### src/core/sdr_pkg.sv
// Shared constants for the seed and phase resync link.
package sdr_pkg;
	localparam int WORD_W = 29;
	localparam int CTRL_W = 3;
	localparam int FIELD_W = 12;
	localparam int OFFSET_W = 12;
	// Destination latches selected by the word's low control bits.
	localparam logic [2:0] ADDR_INT = 3'h0;
	localparam logic [2:0] ADDR_FRAC = 3'h1;
	localparam logic [2:0] ADDR_MODR = 3'h2;
	localparam logic [2:0] ADDR_FUNC = 3'h3;
	localparam logic [2:0] ADDR_RESYNC = 3'h4;
	// Field positions.
	localparam int RESEED_DIS_BIT = 14;
	localparam int RESYNC_HI_BIT = 20;
	localparam int RESYNC_LO_BIT = 19;
	localparam int CLKDIV_LSB = 7;
	localparam int DENOM_LSB = 3;
	localparam int OFFSET_LSB = 15;
	// Reset values and lowest legal field values.
	localparam logic [28:0] RST_WORD = 29'h0000000;
	localparam logic [11:0] RST_DENOM = 12'h002;
	localparam logic [11:0] RST_CLKDIV = 12'h001;
	localparam logic [11:0] MIN_DENOM = 12'h002;
	localparam logic [11:0] MIN_CLKDIV = 12'h001;
	// Serial clock limit and host divider.
	localparam int CORE_MHZ = 100;
	localparam int SCLK_MAX_MHZ = 20;
	localparam int SCLK_HALF = (CORE_MHZ + 2 * SCLK_MAX_MHZ - 1)
		/ (2 * SCLK_MAX_MHZ);
	localparam logic [3:0] SCLK_HALF_CNT = 4'(SCLK_HALF);
endpackage : sdr_pkg

### src/core/sdr_link_if.sv
// Three-wire serial link between the host and the synthesizer control.
`timescale 1ns/1ps
interface sdr_link_if;
	logic sclk;
	logic sdata;
	logic load_strobe;
	modport host (output sclk, output sdata, output load_strobe);
	modport dev (input sclk, input sdata, input load_strobe);
endinterface : sdr_link_if

### src/core/sdr_device.sv
// Device end: serial shift register, latches, reseed and resync timer.
// Contract
// Reseed modulator on each word-0 write unless disabled
// Host keeps offset word constant per frequency
// Resync active only when bits 20,19 are 1,0
// Sync pulses every divider times denominator periods
// Interval divider is bits 18:7, 1 to 4095
// Denominator taken from fraction word bits 14:3
// Realign on second sync after load strobe
// Host picks interval no shorter than lock
// Offset steps phase by 360 over denominator
// Capture one bit per rising serial clock
// Load strobe moves 29-bit word to latch
// Host serial clock at most 20 MHz
// Denominator accepts 2 to 4095
// Modulator and timer share comparison clock
// Low control bits pick destination latch
`timescale 1ns/1ps
module sdr_device (
	input wire logic core_clk,
	input wire logic rst_n,
	sdr_link_if.dev link,
	input wire logic cmp_tick,
	output logic seed_load,
	output logic [11:0] seed_offset,
	output logic [11:0] fractional_denominator,
	output logic resync_active,
	output logic sync_pulse,
	output logic phase_realign,
	output logic [28:0] int_word,
	output logic [28:0] fraction_config_word,
	output logic [28:0] modr_word,
	output logic [28:0] func_word,
	output logic [28:0] function_config_word
);
	// One record holds every register of this end, so the reset value and
	// the next-state copy cannot drift apart.
	typedef struct packed {
		logic [2:0] sclk_s;
		logic [2:0] data_s;
		logic [2:0] le_s;
		logic sclk_q;
		logic data_q;
		logic le_q;
		logic [28:0] shift;
		logic [28:0] w0;
		logic [28:0] w1;
		logic [28:0] w2;
		logic [28:0] w3;
		logic [28:0] w4;
		logic [11:0] div_cnt;
		logic [11:0] den_cnt;
		logic [1:0] sync_seen;
		logic armed;
		logic active;
		logic seed_load;
		logic sync_pulse;
		logic realign;
	} sdr_dev_state_t;

	sdr_dev_state_t r;
	sdr_dev_state_t next_r;

	// Clamp a programmed count to its lowest legal value.
	function automatic logic [11:0] sdr_clamp(input logic [11:0] v,
		input logic [11:0] lo);
		sdr_clamp = (v < lo) ? lo : v;
	endfunction : sdr_clamp

	// A pin level counts once the second and third stages agree, so an
	// edge that straddles a clock edge is taken once and never twice.
	function automatic logic sdr_settle(input logic [2:0] stages,
		input logic held);
		sdr_settle = (stages[1] == stages[2]) ? stages[2] : held;
	endfunction : sdr_settle

	// Resync enable pattern, used by the timer and by the status output.
	function automatic logic sdr_resync_on(input logic [28:0] w);
		sdr_resync_on = w[sdr_pkg::RESYNC_HI_BIT] &
			~w[sdr_pkg::RESYNC_LO_BIT];
	endfunction : sdr_resync_on

	// Helpers below are all given a value on every pass of the process, before they are read.

	logic sclk_rise;
	logic le_rise;
	logic le_level;
	logic [11:0] den;
	logic [11:0] cdiv;
	logic active;
	logic [28:0] word;

	always_comb begin
		next_r = r;
		next_r.sclk_s = {r.sclk_s[1:0], link.sclk};
		next_r.data_s = {r.data_s[1:0], link.sdata};
		next_r.le_s = {r.le_s[1:0], link.load_strobe};
		next_r.sclk_q = sdr_settle(r.sclk_s, r.sclk_q);
		next_r.data_q = sdr_settle(r.data_s, r.data_q);
		next_r.le_q = sdr_settle(r.le_s, r.le_q);
		// Edges come from the settled levels only.
		sclk_rise = next_r.sclk_q & ~r.sclk_q;
		le_rise = next_r.le_q & ~r.le_q;
		le_level = r.le_q;
		word = r.shift;
		next_r.seed_load = 1'b0;
		next_r.sync_pulse = 1'b0;
		next_r.realign = 1'b0;
		// The strobe blocks shifting: a stray clock edge while a word is
		// being latched would otherwise push a bit into the next word.
		// shift on rising
		if (sclk_rise && !le_level) begin
			next_r.shift = {r.shift[27:0], r.data_q};
		end
		// Any strobe restarts the second-sync count, even one whose address
		// no latch takes; such a word is otherwise dropped.
		// latch by address
		if (le_rise) begin
			if (word[2:0] == sdr_pkg::ADDR_INT) begin
				next_r.w0 = word;
				// The disable bit is read from the latch as it stands; one
				// strobe fills one latch, so it cannot change in this cycle.
				// reseed on write
				next_r.seed_load = ~r.w3[sdr_pkg::RESEED_DIS_BIT];
			end else if (word[2:0] == sdr_pkg::ADDR_FRAC) begin
				next_r.w1 = word;
			end else if (word[2:0] == sdr_pkg::ADDR_MODR) begin
				next_r.w2 = word;
			end else if (word[2:0] == sdr_pkg::ADDR_FUNC) begin
				next_r.w3 = word;
			end else if (word[2:0] == sdr_pkg::ADDR_RESYNC) begin
				next_r.w4 = word;
			end
			// restart sync count
			next_r.armed = 1'b1;
			next_r.sync_seen = 2'h0;
		end
		// The enable is registered from the resync word as it will stand, so
		// the status output changes in the same cycle as the latch.
		next_r.active = sdr_resync_on(next_r.w4);
		// Fields below their minimum are clamped rather than refused, so the
		// timer always has a period of at least one comparison tick.
		// denominator field
		den = sdr_clamp(r.w1[sdr_pkg::DENOM_LSB +: 12], sdr_pkg::MIN_DENOM);
		// interval divider field
		cdiv = sdr_clamp(r.w4[sdr_pkg::CLKDIV_LSB +: 12],
			sdr_pkg::MIN_CLKDIV);
		// enable pattern
		active = sdr_resync_on(r.w4);
		if (!active) begin
			next_r.div_cnt = 12'h000;
			next_r.den_cnt = 12'h000;
		// timer on comparison tick
		end else if (cmp_tick) begin
			// Compare with >= so a field lowered below the running count
			// wraps at the next tick instead of running to the counter's end.
			if (r.den_cnt >= den - 12'h001) begin
				next_r.den_cnt = 12'h000;
				if (r.div_cnt >= cdiv - 12'h001) begin
					next_r.div_cnt = 12'h000;
					next_r.sync_pulse = 1'b1;
				end else begin
					next_r.div_cnt = r.div_cnt + 12'h001;
				end
			end else begin
				next_r.den_cnt = r.den_cnt + 12'h001;
			end
		end
		// A sync pulse in the cycle of a strobe belongs to the old frequency
		// and is not counted toward the realignment.
		// second sync realigns
		if (r.sync_pulse && r.armed && !le_rise) begin
			if (r.sync_seen == 2'h1) begin
				next_r.realign = 1'b1;
				next_r.armed = 1'b0;
			end
			next_r.sync_seen = r.sync_seen + 2'h1;
		end
	end

	always_ff @(posedge core_clk) begin
		if (!rst_n) begin
			// The denominator and divider fields reset to their smallest legal values, not to zero.
			r <= '0;
			r.w1 <= {14'h0000, sdr_pkg::RST_DENOM, sdr_pkg::ADDR_FRAC};
			r.w4 <= {10'h000, sdr_pkg::RST_CLKDIV, 4'h0,
				sdr_pkg::ADDR_RESYNC};
		end else begin
			r <= next_r;
		end
	end

	assign seed_load = r.seed_load;
	// phase offset word
	assign seed_offset = r.w1[sdr_pkg::OFFSET_LSB +: 12];
	assign fractional_denominator = r.w1[sdr_pkg::DENOM_LSB +: 12];
	// The decoded enable has a flop of its own so that it leaves cleanly.
	assign resync_active = r.active;
	assign sync_pulse = r.sync_pulse;
	assign phase_realign = r.realign;
	assign int_word = r.w0;
	assign fraction_config_word = r.w1;
	assign modr_word = r.w2;
	assign func_word = r.w3;
	assign function_config_word = r.w4;
endmodule : sdr_device

### src/flat_wrapper.sv
// flat-port wrapper written by rule: the top's interface ports become plain ports
module sdr_device_flat 
  (core_clk, rst_n, cmp_tick, seed_load, seed_offset, fractional_denominator, resync_active, sync_pulse, phase_realign, int_word, fraction_config_word, modr_word, func_word, function_config_word, link_sclk, link_sdata, link_load_strobe);
  sdr_link_if link_i ();
  input wire logic core_clk;
  input wire logic rst_n;
  input wire logic cmp_tick;
  output logic seed_load;
  output logic [11:0] seed_offset;
  output logic [11:0] fractional_denominator;
  output logic resync_active;
  output logic sync_pulse;
  output logic phase_realign;
  output logic [28:0] int_word;
  output logic [28:0] fraction_config_word;
  output logic [28:0] modr_word;
  output logic [28:0] func_word;
  output logic [28:0] function_config_word;
  input wire logic [$bits(link_i.sclk)-1:0] link_sclk;
  input wire logic [$bits(link_i.sdata)-1:0] link_sdata;
  input wire logic [$bits(link_i.load_strobe)-1:0] link_load_strobe;
  assign link_i.sclk = link_sclk;
  assign link_i.sdata = link_sdata;
  assign link_i.load_strobe = link_load_strobe;
  sdr_device u_core (.core_clk(core_clk), .rst_n(rst_n), .link(link_i), .cmp_tick(cmp_tick), .seed_load(seed_load), .seed_offset(seed_offset), .fractional_denominator(fractional_denominator), .resync_active(resync_active), .sync_pulse(sync_pulse), .phase_realign(phase_realign), .int_word(int_word), .fraction_config_word(fraction_config_word), .modr_word(modr_word), .func_word(func_word), .function_config_word(function_config_word));
endmodule
### config.mk
export PLATFORM = sky130hd
export DESIGN_NAME = sdr_device_flat
export DESIGN_NICKNAME = d
export VERILOG_FILES = /design/src/core/sdr_pkg.sv /design/src/core/sdr_link_if.sv /design/src/core/sdr_device.sv /design/src/flat_wrapper.sv
export SDC_FILE = /design/constraint.sdc
export NUM_CORES = 1
export LEC_CHECK = 0
export ABC_AREA = 1
export BUFFER_PORTS_ARGS = -buffer_cell sky130_fd_sc_hd__buf_2
export CORE_MARGIN = 2
export CORE_UTILIZATION = 45
export CTS_CLUSTER_SIZE = 14
export DETAILED_ROUTE_END_ITERATION = 8
export GPL_ROUTABILITY_DRIVEN = 1
export PLACE_DENSITY = 0.67
export SYNTH_ARGS = -nofsm -noshare
export SYNTH_HDL_FRONTEND = slang
export SYNTH_SLANG_ARGS = --single-unit
### constraint.sdc
create_clock -name core_clk -period 4.3 [get_ports core_clk]
set_clock_uncertainty 0.1 [all_clocks]
set_input_delay 0.645 -clock core_clk [delete_from_list [all_inputs] [get_ports core_clk]]
set_output_delay 0.645 -clock core_clk [all_outputs]
set_load 0.005 [all_outputs]
# After elaboration in Yosys (flattened, before gate mapping)
# Index checks and enable logic that the tools add are counted.
dict set report op_classes {
  mux 17
  n_reduce_logical 17
  magnitude_cmp 4
  bitwise_logic 13
  add_sub_neg 5
  eq_ne 8
}
# op count
set op_table {}
lappend op_table {{21-bit 2-to-1 mux} 6}
lappend op_table {{12-bit 2-to-1 mux} 4}
lappend op_table {{12-bit by 1-bit adder with 12-bit output, second input constant} 2}
lappend op_table {{12-bit >= comparator} 2}
lappend op_table {{12-bit by 1-bit subtractor with 12-bit output, second input constant} 2}
lappend op_table {{12-bit by 1-bit < comparator with 1-bit output, second input constant} 1}
lappend op_table {{12-bit by 2-bit < comparator with 1-bit output, second input constant} 1}
lappend op_table {{1-bit NOT} 9}
lappend op_table {{2-bit AND reduction} 4}
lappend op_table {{4-bit AND reduction} 2}
lappend op_table {{3-bit by 2-bit equality test with 1-bit output, second input constant} 2}
lappend op_table {{3-bit 2-to-1 mux} 2}
lappend op_table {{3-bit AND reduction} 2}
lappend op_table {{6-bit AND reduction} 1}
lappend op_table {{1-bit 2-to-1 mux} 5}
lappend op_table {{5-bit AND reduction} 1}
lappend op_table {{1-bit bitwise AND} 4}
lappend op_table {{1-bit equality test} 3}
lappend op_table {{3-bit by 1-bit equality test with 1-bit output, second input constant} 1}
lappend op_table {{3-bit equality test, second input constant} 1}
lappend op_table {{1-bit logical AND} 3}
lappend op_table {{3-bit zero test} 1}
lappend op_table {{2-bit by 1-bit adder with 2-bit output, second input constant} 1}
lappend op_table {{2-bit by 1-bit equality test with 1-bit output, second input constant} 1}
lappend op_table {{2 further kinds} 3}
dict set report totals {
  out_inout_bits 173
  elab_cells 85
  ff_bits 217
}

# Longest topological paths before layout
dict set report logic_depth {
  word_depth 9
  mapped_depth 21
  mapped_depth_nobuf 21
}

# Worst setup path after synthesis
# Ideal clock, no wire load.
dict set report synth_timing {
  kind {reg2reg}
  from {register u_core.r (netlist bit u_core.function_config_word[13])}
  to {register u_core.r[20] (netlist name)}
  path_stages_with_launch 20
  slack_ps 1253
  period_less_slack_ps 3047
  setup_ps 117
  required_ps 4083
  arrival_ps 2830
  cell_sequence {dfxtp_1 nor2_1 nand2_1 nor2_1 a31oi_1 ha_1 nand2_1 nor4_1 xor2_1 inv_1 ha_1 nand2_1 nor2_1 and2_1 nand2_1 nand4_1 nand3_1 nand2_1 buf_2 nor2_1}
}
dict set report synth_between {
  elab_chain_cells 5
}
# element line
set synth_lines {}
lappend synth_lines {{start: declaration} sdr_device.sv:61} ;# sdr_dev_state_t r;
lappend synth_lines {{start signal: assignment} sdr_device.sv:189} ;# r <= next_r;
lappend synth_lines {{12-bit by 1-bit < comparator with 1-bit output} sdr_device.sv:67} ;# sdr_clamp = (v < lo) ? lo : v;
lappend synth_lines {{12-bit 2-to-1 mux *} sdr_device.sv:67}
lappend synth_lines {{12-bit by 1-bit subtractor with 12-bit output *} sdr_device.sv:159} ;# if (r.div_cnt >= cdiv - 12'h001) begin
lappend synth_lines {{12-bit >= comparator *} sdr_device.sv:159}
lappend synth_lines {{12-bit 2-to-1 mux *} sdr_device.sv:159}
# Mark *: on every way between the ends. The rest lies on a longest branch, timed or not.
# A chain may end at the register's enable or synchronous reset.

# Final worst setup path
dict set report layout_timing {
  from {register u_core.r (netlist bit u_core.function_config_word[13])}
  to {register u_core.r[26] (netlist name)}
}
# Same word-level chain as after synthesis.

==> impl_results.md <==
- CORE AREA: around 22000 sq um
- CTS tree: built
- Clk_lat worst skew: about 500 ps
- Layout Utilization: around half
- Fin Setup TNS: 0 ps
- Final net count: roughly 1400
- Fin. max-slew vios: 0
- IO buf count: 178
- Crit path kind: flop to flop
- EDFF count, synth: 0
- CP Buf/Inv Count: 1
- Worst-path cell chain: nor2_1 -> nand2_1 -> nor2_1 -> a31oi_1 -> ha_1 -> nand2_1 -> nor4_1 -> xor2_1 -> inv_1 -> ha_1 -> nand2_1 -> nor2_1 -> and2_1 -> nand2_1 -> nand4_1 -> nand3_1 -> nand2_1 -> nor2_1
- Worst-margin pin slew: roughly 1000 ps
- Post-Synthesis Cells: about 1300
- CTS buffer count: 24
- Largest net degree at the start of global routing: between 70 and 80
- Root buffer cell: clkbuf_16
- # DRC: 0
- Routed WL: ~25000 microns
- Die height: ~150 microns
- Clock Path Buffers: 3
- Initial antenna violation count: 0
- Tot GR Track Use: 21.1%
- Post-route ant nets: 0
- Post-route insts no fill: 1619
- H-tree Lvls: 1
- Mean Syn Cell Area: around 7.5 sq um
- Post-Layout Inst Area: around 11000 sq um
- Vias per cell: between 4 and 5
- Io pins: 179
- DR WL/cell: approximately 15 microns
- Synth area leader: dfxtp_1
- Row Count: 54
- Critical path's largest stage delay: approximately 430 ps
- Synthesis-stage register bit count: around 220
- CP Capture Type: flop
- Final setup viols: 0
- Worst Hold Class: primary input to flop
- Detailed placement HPWL: ~17000 microns
- Count leader, synth: nor2_1
- Leak: ~4.8 nW
- VDD IR-drop max: approximately 0.00033 V
- Fmax: 282 MHz
- Ys flop type: dfxtp_1
- Final worst path period need: around 3600 ps
- Die ar.: approximately 23000 sq um
- CP most frequent cell: nand2_1
- Top cells by count, synth: nor2_1, dfxtp_1, buf_4
- Via count: around 8000
- Post-CTS Setup Inserts: 0
- FFs w/ async S/R, synth: 0%
- # resized after CTS: 0
- Synth unique cells: 29
- CTS Hold Bufs: 0
- DRT iter0 DRCs: around 690
- Vias in the first global route: 7434
- Total grt overflow: 0
- Max_slew headroom: between 30% and 40%
- DR pass1 iterations: 5
- Initial Util: a little under half
- Clk sinks: 217
- YS warnings: 0
- Post-Place Cells: roughly 1600
- Seq/Total Area, Yosys: 43.6%
- Synthesized area: 9970 sq um
- Critical path required time: approximately 4600 ps
- # diodes: 0
- Total of max-cap violations: 0
- Synth Net Count: 1371
- Area grow syn2layout: 6.46%
- Arrival @ worst endpoint: ~3800 ps
- CP top delay family: simple AND/OR/NAND/NOR gates
- Placed inst area: a little under 10000 sq um
- Hold Violations, Final: 0
- RSZ-0062 raised after global routing: false
- Max Fanout on Critical Path: 12
- Final period utilization: ~83%
- Die X: 153 microns
- First-pass GRT wire length: 40000 microns
- Fraction of layout cells with a size suffix above 1: around 17%
- Synth top area share: a little over two fifths
- Gpl congestion: 0.894
- CTS clock-pin slew for the worst setup and hold paths: approximately 60 ps
- CP max-delay cell: dfxtp_1
- Status: finished clean
- Startpoint types: flop
- Cell Pwr Density: about 400 nW/um^2
- Most area-consuming cells after synthesis: dfxtp_1, nor2_1, buf_4
worst paths after layout:
check                                                     start                  to  slack [ps]  depth (start not counted)
worst max register to register  u_core.function_config_word[13]        u_core.r[26]         750                         18
worst min register to register               u_core.next_r[209]  u_core.next_r[210]         310                          2
worst min-delay path                                  link_sclk  u_core.next_r[215]         220                          3
worst max-delay path            u_core.function_config_word[13]        u_core.r[26]         750                         18
cell usage in the layout (no fill, tap or decap), types with 2 or more instances in the layout:
master,instances
a211oi_1,2
a21oi_1,28
buf_2,177
buf_4,9
bufinv_16,4
clkbuf_1,6
clkbuf_16,25
clkbuf_8,4
clkinv_2,3
dfxtp_1,217
ha_1,29
inv_1,78
nand2_1,128
nand3_1,29
nand4_1,14
nor2_1,368
nor3_1,17
nor4_1,2
o21a_1,3
o21ai_0,159
or2_2,2
xnor2_1,7
xor2_1,17
power by group:
part / total (W) / leakage (nW) / switching (W) / internal (W)
sequential: 0.00203 / 1.75 / 0.00000853 / 0.00202
combinational: 0.0000816 / 2.64 / 0.0000578 / 0.0000237
clock: 0.00218 / 0.416 / 0.000804 / 0.00137
per-layer routing:
metal / up-vias / wire length [microns] / global-route usage [%]
met4: 0 / 580 / 5.69
li1: 4047 / - / -
met5: - / 0 / 0
met2: 237 / 11700 / 35.7
met3: 34 / 1860 / 4.65
met1: 3712 / 10900 / 27.2
metrics by stage:
step           worst slack (ps)  power, W  hold WS [ps]
2_1_floorplan              1250   0.00213           290
3_3_place_gp                909   0.00215           298
3_5_place_dp                757   0.00215           299
4_1_cts                     746   0.00433           207
5_1_grt                     335   0.00444           222
6_report                    748   0.00428           225
registers in the layout, indices dropped and copies added (netlist names):
signal,cells
u_core.word,29
u_core.function_config_word,29
u_core.func_word,29
u_core.r,32
u_core.phase_realign,1
u_core.sync_pulse,1
u_core.modr_word,29
u_core.fraction_config_word,29
u_core.le_level,1
u_core.seed_load,1
u_core.resync_active,1
u_core.int_word,29
u_core.next_r,6
cell type report:
type                       count  area [sq um]
tap                          280           350
fill                        2174         11100
clock inverter                 8           144
clock buffer                  35           703
multi-input combinational    813          3820
inverter                      80           300
timing repair buffer         186           953
sequential                   217          4340
tightest hold or removal path: cells and delay by family:
kind / cells / cell delay, ps
buffers and inverters: 2 / 110
and+or+nand+nor: 1 / 40
cells by family after synthesis:
family / after synthesis / synth area share (%)
flops: 217 / 43.6
simple gates: 563 / 22.4
xor+xnor: 24 / 2.11
compound gates: 197 / 10.1
buf+inv: 306 / 18.1
fa+ha+maj: 29 / 3.64
No activity file was read; power rests on OpenSTA's default activity.
